[config.mk]
export PLATFORM = sky130hd
export DESIGN_NAME = sph_device_flat
export DESIGN_NICKNAME = d
export VERILOG_FILES = /design/src/sph_pkg.sv /design/src/sph_link_if.sv /design/src/sph_device.sv /design/src/tcomp_smoother.sv /design/src/flat_wrapper.sv
export SDC_FILE = /design/constraint.sdc
export NUM_CORES = 2
export LEC_CHECK = 0
export ABC_AREA = 1
export BUFFER_PORTS_ARGS = -buffer_cell sky130_fd_sc_hd__buf_2
export CAP_MARGIN = 10
export CORE_AREA = 3 3 364 366
export DETAILED_ROUTE_END_ITERATION = 10
export DIE_AREA = 0 0 367 369
export PLACE_DENSITY_LB_ADDON = 0.25
export SLEW_MARGIN = 20
export SYNTH_ARGS = -nofsm -noshare
export SYNTH_HDL_FRONTEND = slang
export SYNTH_SLANG_ARGS = --single-unit
[constraint.sdc]
create_clock -name CORE_CLK -period 20.1 [get_ports CORE_CLK]
set_input_delay 2.01 -clock CORE_CLK [delete_from_list [all_inputs] [get_ports CORE_CLK]]
set_output_delay 2.01 -clock CORE_CLK [all_outputs]
set_load 0.005 [all_outputs]
[src/sph_pkg.sv]
// shared constants and the checksum function for both ends
package sph_pkg;

  // ----------------------------------------------------------------
  // command codes and payload layout
  // ----------------------------------------------------------------
  localparam logic [15:0] CMD_TCOMP = 16'h60B2;
  localparam logic [15:0] CMD_WARM = 16'h60C6;
  localparam logic [15:0] CMD_VOC = 16'h60D0;
  localparam logic [1:0] CMD_BYTES = 2'h2;
  localparam int MAX_WORDS = 6;
  localparam logic [2:0] CNT_NONE = 3'h0;
  localparam logic [2:0] CNT_TC = 3'h3;
  localparam logic [2:0] CNT_WARM = 3'h1;
  localparam logic [2:0] CNT_VOC = 3'h6;
  localparam logic [1:0] PH_HI = 2'h0;
  localparam logic [1:0] PH_LO = 2'h1;
  localparam logic [1:0] PH_CRC = 2'h2;
  localparam logic [15:0] WORD_NONE = 16'hFFFF;

  // ----------------------------------------------------------------
  // checksum
  // ----------------------------------------------------------------
  localparam logic [7:0] CRC_POLY = 8'h31;
  localparam logic [7:0] CRC_INIT = 8'hFF;

  // ----------------------------------------------------------------
  // parameter defaults and ranges, word 0 in the low slot
  // ----------------------------------------------------------------
  localparam logic [15:0] TOFS_DEF = 16'h0000;
  localparam logic [15:0] TSLOPE_DEF = 16'h0000;
  localparam logic [15:0] TTAU_DEF = 16'h0000;
  localparam logic [15:0] WARM_DEF = 16'h0000;
  localparam logic [15:0] WARM_FULL = 16'hFFFF;
  localparam logic [MAX_WORDS-1:0][15:0] VOC_DEF = {16'h00E6, 16'h0032,
    16'h00B4, 16'h000C, 16'h000C, 16'h0064};
  localparam logic [MAX_WORDS-1:0][15:0] VOC_MIN = {16'h0001, 16'h000A,
    16'h0000, 16'h0001, 16'h0001, 16'h0001};
  localparam logic [MAX_WORDS-1:0][15:0] VOC_MAX = {16'h03E8, 16'h1388,
    16'h0BB8, 16'h03E8, 16'h03E8, 16'h00FA};

  // ----------------------------------------------------------------
  // timing of the compensation smoothing
  // ----------------------------------------------------------------
  localparam int CLK_NS = 8;
  localparam int SEC_NS = 1000000000;
  localparam int SMOOTH_SHIFT = 6;
  localparam int STEP_CYC_DEF = (SEC_NS / CLK_NS) >> SMOOTH_SHIFT;
  localparam int SLOPE_SCALE = 10000;

  // ----------------------------------------------------------------
  // host register map
  // ----------------------------------------------------------------
  localparam logic [7:0] REG_CTRL = 8'h00;
  localparam logic [7:0] REG_STAT = 8'h04;
  localparam logic [7:0] REG_WORD0 = 8'h08;
  localparam logic [7:0] REG_WORD5 = 8'h1C;
  localparam int CTRL_GO = 0;
  localparam int CTRL_WR = 1;
  localparam int CTRL_SEL = 2;
  localparam int ST_BUSY = 0;
  localparam int ST_DONE = 1;
  localparam int ST_CRCERR = 2;
  localparam logic [1:0] SEL_TCOMP = 2'h0;
  localparam logic [1:0] SEL_WARM = 2'h1;

  // msb-first crc over one data word, no reflection, no final xor
  function automatic logic [7:0] crc8(input logic [15:0] d);
    logic [7:0] c;
    c = CRC_INIT;
    for (int i = 15; i >= 0; i--) begin
      c = {c[6:0], 1'b0} ^ ((c[7] ^ d[i]) ? CRC_POLY : '0);
    end
    return c;
  endfunction

  // data words carried by each command, zero for unknown codes
  function automatic logic [2:0] words_of(input logic [15:0] c);
    case (c)
      CMD_TCOMP: return CNT_TC;
      CMD_WARM: return CNT_WARM;
      CMD_VOC: return CNT_VOC;
      default: return CNT_NONE;
    endcase
  endfunction

endpackage

[src/sph_link_if.sv]
// byte link between the parameter host and the sensor end
interface sph_link_if;
  logic frm;
  logic wr_vld;
  logic [7:0] wr_byte;
  logic rd_req;
  logic rd_vld;
  logic [7:0] rd_byte;
  modport host(output frm, output wr_vld, output wr_byte, output rd_req,
    input rd_vld, input rd_byte);
  modport dev(input frm, input wr_vld, input wr_byte, input rd_req,
    output rd_vld, output rd_byte);
endinterface

[src/sph_device.sv]
// sensor end: parameter commands, checks and compensated temperature

// Overview of operation
// RULE1: code 60B2 reaches the compensation parameters
// RULE2: output is raw plus slope times raw plus offset
// RULE3: new offset and slope approach with smoothing
// RULE4: word one is offset, signed, default zero
// RULE5: word two is slope, signed, default zero
// RULE6: word three is time constant, default zero
// RULE7: each data word carries a checksum byte
// RULE8: checksum polynomial 31, init FF, msb first
// RULE9: warm start word, zero cold, default zero
// RULE10: warm start value applied at measurement start
// RULE11: voc tuning writes ignored while measuring
// RULE12: any out-of-range voc value drops the write
// RULE13: voc index offset defaults to 100
// RULE14: offset learning hours default to 12
// RULE15: gain learning hours default to 12
// RULE16: freeze duration minutes defaults to 180
// RULE17: initial deviation estimate defaults to 50
// RULE18: index gain factor defaults to 230
// RULE19: idle, not measuring, after reset
// RULE20: reset returns all parameters to defaults
// RULE21: reads return the held values with checksums
// RULE22: bad checksum discards the whole write
module sph_device import sph_pkg::*; #(
  parameter int STEP_CYC = STEP_CYC_DEF
) (
  input wire logic CORE_CLK,
  input wire logic SYS_RST,
  sph_link_if.dev LNK,
  input wire logic MEAS_START,
  input wire logic MEAS_STOP,
  input wire logic [15:0] RAW_TEMP,
  output logic [15:0] COMP_TEMP,
  output logic MEASURING,
  output logic [15:0] WARM_LEVEL,
  output logic [MAX_WORDS*16-1:0] VOC_PARAMS
);
  typedef struct packed {
    logic frm_d;
    logic [1:0] cnt;
    logic [15:0] cmd;
    logic [1:0] ph;
    logic [2:0] wi;
    logic [7:0] hi;
    logic [7:0] lo;
    logic bad;
    logic [MAX_WORDS-1:0][15:0] wbuf;
    logic [1:0] rph;
    logic [2:0] rwi;
    logic rvld;
    logic [7:0] rbyte;
    logic [15:0] ofs;
    logic [15:0] slp;
    logic [15:0] tau;
    logic load;
    logic [15:0] warm;
    logic [15:0] warm_act;
    logic [MAX_WORDS-1:0][15:0] voc;
    logic meas;
  } dev_s;

  dev_s s_r;
  dev_s s_nxt;
  logic [MAX_WORDS-1:0] voc_ok;

  // ----------------------------------------------------------------
  // range check of the received tuning words
  // ----------------------------------------------------------------
  for (genvar k = 0; k < MAX_WORDS; k++) begin : g_rng
    assign voc_ok[k] = $signed(s_r.wbuf[k]) >= $signed(VOC_MIN[k]) &&
      $signed(s_r.wbuf[k]) <= $signed(VOC_MAX[k]); // RULE12
  end

  // ----------------------------------------------------------------
  // link decoding, commit and readback
  // ----------------------------------------------------------------
  always_comb begin
    logic [2:0] nw;
    logic [15:0] rword;
    logic [2:0][15:0] tcv;
    s_nxt = s_r;
    s_nxt.frm_d = LNK.frm;
    s_nxt.rvld = 1'b0;
    s_nxt.load = 1'b0;
    nw = words_of(s_r.cmd);
    tcv = {s_r.tau, s_r.slp, s_r.ofs};
    // readback source, all ones past the end or for unknown codes
    rword = WORD_NONE;
    if (s_r.rwi < nw) begin
      case (s_r.cmd)
        CMD_TCOMP: rword = tcv[s_r.rwi[1:0]]; // RULE21
        CMD_WARM: rword = s_r.warm; // RULE21
        default: rword = s_r.voc[s_r.rwi]; // RULE21
      endcase
    end
    // a new frame clears all byte and word counters
    if (LNK.frm && !s_r.frm_d) begin
      s_nxt.cnt = '0;
      s_nxt.ph = PH_HI;
      s_nxt.wi = '0;
      s_nxt.bad = 1'b0;
      s_nxt.rph = PH_HI;
      s_nxt.rwi = '0;
    end else if (LNK.frm && LNK.wr_vld) begin
      if (s_r.cnt != CMD_BYTES) begin
        s_nxt.cmd = {s_r.cmd[7:0], LNK.wr_byte};
        s_nxt.cnt = s_r.cnt + 2'h1;
      end else begin
        case (s_r.ph)
          PH_HI: begin
            s_nxt.hi = LNK.wr_byte;
            s_nxt.ph = PH_LO;
          end
          PH_LO: begin
            s_nxt.lo = LNK.wr_byte;
            s_nxt.ph = PH_CRC;
          end
          default: begin
            s_nxt.ph = PH_HI;
            if (crc8({s_r.hi, s_r.lo}) != LNK.wr_byte) begin
              s_nxt.bad = 1'b1; // RULE7 RULE8 RULE22
            end
            // words beyond the longest payload spoil the frame
            if (s_r.wi == CNT_VOC) begin
              s_nxt.bad = 1'b1;
            end else begin
              s_nxt.wbuf[s_r.wi] = {s_r.hi, s_r.lo};
              s_nxt.wi = s_r.wi + 3'h1;
            end
          end
        endcase
      end
    end
    // one byte answered per request, in the cycle after it
    if (LNK.frm && LNK.rd_req && s_r.cnt == CMD_BYTES) begin
      s_nxt.rvld = 1'b1;
      case (s_r.rph)
        PH_HI: begin
          s_nxt.rbyte = rword[15:8];
          s_nxt.rph = PH_LO;
        end
        PH_LO: begin
          s_nxt.rbyte = rword[7:0];
          s_nxt.rph = PH_CRC;
        end
        default: begin
          s_nxt.rbyte = crc8(rword); // RULE7 RULE8 RULE21
          s_nxt.rph = PH_HI;
          if (s_r.rwi != CNT_VOC) s_nxt.rwi = s_r.rwi + 3'h1;
        end
      endcase
    end
    // commit only at frame end, only whole and clean payloads
    if (!LNK.frm && s_r.frm_d && s_r.wi != CNT_NONE && s_r.wi == nw &&
        s_r.ph == PH_HI && !s_r.bad) begin // RULE22
      case (s_r.cmd)
        CMD_TCOMP: begin // RULE1
          s_nxt.ofs = s_r.wbuf[0]; // RULE4
          s_nxt.slp = s_r.wbuf[1]; // RULE5
          s_nxt.tau = s_r.wbuf[2]; // RULE6
          s_nxt.load = 1'b1;
        end
        CMD_WARM: s_nxt.warm = s_r.wbuf[0]; // RULE9 RULE10
        default: begin
          if (!s_r.meas && &voc_ok) s_nxt.voc = s_r.wbuf; // RULE11 RULE12
        end
      endcase
    end
    // start wins over stop; warm start value taken at start
    if (MEAS_START) begin
      s_nxt.meas = 1'b1;
      s_nxt.warm_act = s_r.warm; // RULE10
    end else if (MEAS_STOP) begin
      s_nxt.meas = 1'b0;
    end
  end

  // state register with volatile defaults
  always_ff @(posedge CORE_CLK or posedge SYS_RST) begin
    if (SYS_RST) begin
      s_r <= '0; // RULE19 RULE20
      s_r.ofs <= TOFS_DEF; // RULE4
      s_r.slp <= TSLOPE_DEF; // RULE5
      s_r.tau <= TTAU_DEF; // RULE6
      s_r.warm <= WARM_DEF; // RULE9
      s_r.warm_act <= WARM_DEF;
      s_r.voc <= VOC_DEF; // RULE13 RULE14 RULE15 RULE16 RULE17 RULE18
    end else begin
      s_r <= s_nxt;
    end
  end

  // ----------------------------------------------------------------
  // compensation path
  // ----------------------------------------------------------------
  tcomp_smoother #(
    .STEP_CYC(STEP_CYC)
  ) u_smooth (
    .clk(CORE_CLK),
    .rst(SYS_RST),
    .load(s_r.load),
    .tgt_ofs(s_r.ofs),
    .tgt_slp(s_r.slp),
    .tau(s_r.tau),
    .raw_temp(RAW_TEMP),
    .comp_temp(COMP_TEMP)
  );

  assign MEASURING = s_r.meas;
  assign WARM_LEVEL = s_r.warm_act;
  assign VOC_PARAMS = s_r.voc;
  assign LNK.rd_vld = s_r.rvld;
  assign LNK.rd_byte = s_r.rbyte;
endmodule

[src/tcomp_smoother.sv]
// first-order smoothing of offset and slope, compensated temperature
module tcomp_smoother import sph_pkg::*; #(
  parameter int STEP_CYC = STEP_CYC_DEF
) (
  input wire logic clk,
  input wire logic rst,
  input wire logic load,
  input wire logic [15:0] tgt_ofs,
  input wire logic [15:0] tgt_slp,
  input wire logic [15:0] tau,
  input wire logic [15:0] raw_temp,
  output logic [15:0] comp_temp
);
  localparam int FW = 16 + SMOOTH_SHIFT + 2;
  localparam int TW = 40;

  typedef struct packed {
    logic signed [FW-1:0] ofs_f;
    logic signed [FW-1:0] slp_f;
    logic [TW-1:0] tmr;
    logic [15:0] comp;
  } sm_s;

  sm_s s_r;
  sm_s s_nxt;

  // 64 steps of 1/64 each over one time constant leave 36.5 % behind
  always_comb begin
    logic signed [FW-1:0] tofs;
    logic signed [FW-1:0] tslp;
    logic signed [15:0] ofs_i;
    logic signed [15:0] slp_i;
    logic signed [31:0] prod;
    logic signed [31:0] sum;
    logic [TW-1:0] lim;
    tofs = FW'($signed(tgt_ofs)) <<< SMOOTH_SHIFT;
    tslp = FW'($signed(tgt_slp)) <<< SMOOTH_SHIFT;
    lim = TW'(tau) * TW'(STEP_CYC);
    s_nxt = s_r;
    if (load || tau == '0) begin
      s_nxt.tmr = '0;
    end else if (s_r.tmr >= lim - TW'(1)) begin
      s_nxt.tmr = '0;
      s_nxt.ofs_f = s_r.ofs_f + ((tofs - s_r.ofs_f) >>> SMOOTH_SHIFT); // RULE3
      s_nxt.slp_f = s_r.slp_f + ((tslp - s_r.slp_f) >>> SMOOTH_SHIFT); // RULE3
    end else begin
      s_nxt.tmr = s_r.tmr + TW'(1);
    end
    // zero time constant means the new values apply at once
    if (tau == '0) begin
      s_nxt.ofs_f = tofs;
      s_nxt.slp_f = tslp;
    end
    ofs_i = 16'(s_r.ofs_f >>> SMOOTH_SHIFT);
    slp_i = 16'(s_r.slp_f >>> SMOOTH_SHIFT);
    prod = 32'($signed(raw_temp)) * 32'(slp_i);
    // result wraps at 16 bits, no saturation
    sum = 32'($signed(raw_temp)) + prod / SLOPE_SCALE + 32'(ofs_i); // RULE2
    s_nxt.comp = 16'(sum);
  end

  // state register
  always_ff @(posedge clk or posedge rst) begin
    if (rst) begin
      s_r <= '0;
    end else begin
      s_r <= s_nxt;
    end
  end

  assign comp_temp = s_r.comp;
endmodule

[src/flat_wrapper.sv]
// flat-port wrapper written by rule: the top's interface ports become plain ports
module sph_device_flat import sph_pkg::*;
#(
  parameter int STEP_CYC = STEP_CYC_DEF
)
  (CORE_CLK, SYS_RST, MEAS_START, MEAS_STOP, RAW_TEMP, COMP_TEMP, MEASURING, WARM_LEVEL, VOC_PARAMS, LNK_frm, LNK_wr_vld, LNK_wr_byte, LNK_rd_req, LNK_rd_vld, LNK_rd_byte);
  sph_link_if LNK_i ();
  input wire logic CORE_CLK;
  input wire logic SYS_RST;
  input wire logic MEAS_START;
  input wire logic MEAS_STOP;
  input wire logic [15:0] RAW_TEMP;
  output logic [15:0] COMP_TEMP;
  output logic MEASURING;
  output logic [15:0] WARM_LEVEL;
  output logic [MAX_WORDS*16-1:0] VOC_PARAMS;
  input wire logic [$bits(LNK_i.frm)-1:0] LNK_frm;
  input wire logic [$bits(LNK_i.wr_vld)-1:0] LNK_wr_vld;
  input wire logic [$bits(LNK_i.wr_byte)-1:0] LNK_wr_byte;
  input wire logic [$bits(LNK_i.rd_req)-1:0] LNK_rd_req;
  output wire logic [$bits(LNK_i.rd_vld)-1:0] LNK_rd_vld;
  output wire logic [$bits(LNK_i.rd_byte)-1:0] LNK_rd_byte;
  assign LNK_i.frm = LNK_frm;
  assign LNK_i.wr_vld = LNK_wr_vld;
  assign LNK_i.wr_byte = LNK_wr_byte;
  assign LNK_i.rd_req = LNK_rd_req;
  assign LNK_rd_vld = LNK_i.rd_vld;
  assign LNK_rd_byte = LNK_i.rd_byte;
  sph_device #(.STEP_CYC(STEP_CYC)) u_core (.CORE_CLK(CORE_CLK), .SYS_RST(SYS_RST), .LNK(LNK_i), .MEAS_START(MEAS_START), .MEAS_STOP(MEAS_STOP), .RAW_TEMP(RAW_TEMP), .COMP_TEMP(COMP_TEMP), .MEASURING(MEASURING), .WARM_LEVEL(WARM_LEVEL), .VOC_PARAMS(VOC_PARAMS));
endmodule
==> results.json <==
{
  "synth_cell_types": 76,
  "p_leak_nw": 34.8,
  "netlist_area_mm2": 0.0518,
  "cp_data_arrival_time_ns": 22.67,
  "critPathKind": "in2reg",
  "min-delay-start": "u_core.WARM_LEVEL[9]$_DFFE_PP0P_",
  "slew-limit-headroom_pct": 22.4,
  "critPathTopFamily": "simple AND/OR/NAND/NOR gates",
  "status": "complete, but fails checks",
  "ir_worst_vdd_uv": 123,
  "grt_overflow": 0,
  "r2r-end": "u_core.u_smooth.comp_temp[15]$_DFF_PP0_",
  "syn_area_per_cell_um2": 7.69,
  "antenna_found_initial": 3,
  "power.density_mw_per_mm2": 38.8,
  "drt_iter0_markers": 3090,
  "worstRegToRegCells": 161,
  "grtUsageMet2_pct": 38.6,
  "top_usage_layer": "met2",
  "setup_tns_ns": -18.93,
  "reg2reg_setup_slack_ns": -1.10,
  "power_frac_seq_pct": 36.9,
  "yosysWarnings": 0,
  "ys.flop_type": "dfrtp_1",
  "grt_util_all_layers_pct": 21.8,
  "num_vias": 45800,
  "synth_fp_nets": 7559,
  "synth_top_area_share_pct": 20.0,
  "io_buffers": 168,
  "yosysSeqAreaShare_pct": 21.0,
  "drv_slew": 0,
  "r2r_start": "u_core.u_smooth.s_r[66]$_DFFE_PP0P_",
  "wire_per_inst_um": 16.2,
  "dp_hpwl_um": 119000,
  "synth_area_leaders": "dfrtp_1, fa_1, nand2_1, ha_1, inv_1",
  "synth_top_family_by_area": "adder cells",
  "ios": 169,
  "cap_viol_max_count": 0,
  "die-width_um": 367,
  "first_global_vias": 45600,
  "clk_latency_ns": 0.64,
  "crit_required_ns": 20.61,
  "switching_share_pct": 31.0,
  "routabilityCongestion": 0.907,
  "crit_path_start_kind": "input port",
  "hold_class": "reg2reg",
  "p_int_mw": 1.74,
  "final_util_pct": 50.1,
  "synth_most_common_cell": "nand2_1",
  "pwr-share-clk_pct": 41.4,
  "p_comb_share_pct": 21.8,
  "critPathMaxFanout": 8,
  "cp-end-kind": "flip-flop",
  "clk_pin_slew_ns": 0.06,
  "max_freq_mhz": 45.1,
  "crit_buf_inv": 26,
  "drtPass1Iterations": 5,
  "synth-compound-area-share_pct": 9.27,
  "crit_slowest_cell": "fa_1",
  "tightest_slew_ns": 1.16,
  "hold_path_end": "u_core.WARM_LEVEL[9]$_DFFE_PP0P_",
  "yosys.area_share.adder_pct": 25.6,
  "synth_edf_count": 0,
  "netlist_instances": 6728,
  "start_util_pct": 40.0,
  "use_met1_pct": 28.6,
  "drive_above_1_share_pct": 28.7,
  "rows": 132,
  "cts_root_buffer": "clkbuf_16",
  "fill_cells": 12400,
  "setup_viol": 14,
  "fin_skew_ns": 0.0535,
  "cp_common_cell": "nand2_4",
  "period_needed_ns": 22.16,
  "detail_route.vias_per_cell": 4.94,
  "final_net_count": 8314,
  "syn_to_final_growth_pct": 25.4,
  "use_met3_pct": 2.08,
  "drt-total-wl_um": 150000,
  "core_region_area_mm2": 0.129,
  "rsz0062_at_grt": "true",
  "hold_depth": 2,
  "clock_sinks": 433,
  "p_switching_mw": 0.782,
  "synthArstFlopShare_pct": 100,
  "whs_ns": 0.471,
  "finalWorstSetupSlack_ns": -2.06,
  "htree_num_levels": 2,
  "die_height_um": 369,
  "synthMuxAreaShare_pct": 0.479,
  "numCtsBuffers": 51,
  "hold_buffers": 0,
  "grt_pass1_wl_um": 242000,
  "final_hold_viol_count": 0,
  "violations": "setup timing",
  "die_area_mm2": 0.135,
  "ys_seq_elements": 433,
  "clock_path_buffers": 3,
  "synth-simple-area-share_pct": 25.3,
  "critPathMaxStageDelay_ns": 0.58,
  "tritoncts": "yes",
  "ant_nets": 0,
  "p_total_mw": 2.52,
  "synthXorXnorAreaFrac_pct": 5.19,
  "grt_max_degree": 119,
  "synth_top_cell_by_area": "dfrtp_1",
  "drcViolationCount": 0,
  "fin_crit_sh_pct": 110,
  "synthTopCellsByCount": "nand2_1, inv_1, o21ai_0"
}
==> tightest hold or removal path, delay by kind of cell, from the launching register on <==
family | cells | cell delay (ns)
flops | 1 | 0.34
simple gates | 2 | 0.10
==> per-layer routing <==
layer  vias to the layer above  share of wire (%)
li1                      22300                  -
met1                     22300                 43
met2                       926                 50
met3                       209                3.9
met4                         0                2.9
met5                         -                  0
==> what timing repair did <==
item,CTS,global route
pin swaps,214,179
setup buffers,104,61
resized for setup,378,366
hold endpoints to repair,0,0
gates cloned,13,0
setup endpoints to repair,16,16
==> stage by stage <==
stage | cells | area, um2 | setup slack (ns)
detailed placement | 9003 | 58600 | -3.50
finish | 9271 | 64900 | -2.06
global route | 9270 | 64900 | -3.48
global placement | 9003 | 58600 | -3.06
floorplan | 6728 | 52200 | -2.34
CTS | 9213 | 63100 | -1.76
==> how the worst max path moves through the flow <==
stage / start / to / slack, ns / cells past startpoint
global placement: RAW_TEMP[8] / u_core.u_smooth.comp_temp[15]$_DFF_PP0_ / -3.06 / 152
finish: RAW_TEMP[15] / u_core.u_smooth.comp_temp[15]$_DFF_PP0_ / -2.06 / 162
global route: RAW_TEMP[9] / u_core.u_smooth.comp_temp[15]$_DFF_PP0_ / -3.48 / 165
CTS: RAW_TEMP[15] / u_core.u_smooth.comp_temp[15]$_DFF_PP0_ / -1.76 / 165
floorplan: RAW_TEMP[15] / u_core.u_smooth.comp_temp[15]$_DFF_PP0_ / -2.34 / 170
detailed placement: RAW_TEMP[12] / u_core.u_smooth.comp_temp[15]$_DFF_PP0_ / -3.50 / 157
==> cell families (layout without fill, tap and decap cells) <==
| group | after synthesis | after routing |
|---|---|---|
| other | 0 | 3 |
| AND/OR/NAND/NOR | 2713 | 2722 |
| buffers and inverters | 1613 | 2402 |
| AO/OA/AOI/OAI | 848 | 848 |
| flip-flops | 433 | 433 |
| adder cells (fa/ha/maj) | 800 | 800 |
| multiplexers | 22 | 22 |
| XOR/XNOR | 299 | 299 |
==> power groups by stage <==
stage          combinational (mW)  sequential, mW  clock, mW
3_3_place_gp                0.519           0.943          0
4_1_cts                     0.543           0.929       1.06
6_report                    0.549           0.929       1.04
3_5_place_dp                0.534           0.944          0
5_1_grt                     0.621           0.933       1.10
2_1_floorplan               0.410           0.936          0
==> cell type report <==
class / count / area, um2 / share of cell area, %
antenna: 3 / 7.51 / 0.0116
clock buffer: 70 / 1430 / 2.20
clock inverter: 26 / 473 / 0.729
inverter: 1306 / 5030 / 7.74
multi-input combinational: 4691 / 37200 / 57.3
sequential: 433 / 10900 / 16.7
tap: 1742 / 2180 / 3.36
timing repair buffer: 1000 / 7740 / 11.9
==> cells in the final DEF (no fill, tap or decap), drive strengths merged, types with 4 or more instances in the layout <==
cell type	synthesis	final
o21bai	11	11
clkinv	16	25
dfrtp	414	414
nand4	80	80
xor2	177	177
clkinvlp	1	6
or2	15	15
inv	1289	1291
nand3	359	360
buf	156	998
nor3b	7	7
nand2	1734	1742
nor4	19	19
clkbuf	151	71
o211ai	19	19
a22o	15	15
a211oi	19	19
a21oi	216	216
nor3	44	44
ha	371	371
o31ai	8	8
nor2	432	432
xnor2	122	122
a21o	6	6
a21boi	4	4
fa	429	429
a22oi	5	5
nand3b	12	12
dfstp	19	19
bufinv	0	10
o22ai	30	30
o21a	9	9
a31oi	15	15
o21ai	469	469
and2	5	5
mux2	22	22
o221ai	7	7
(Power assumes the default switching activity.)
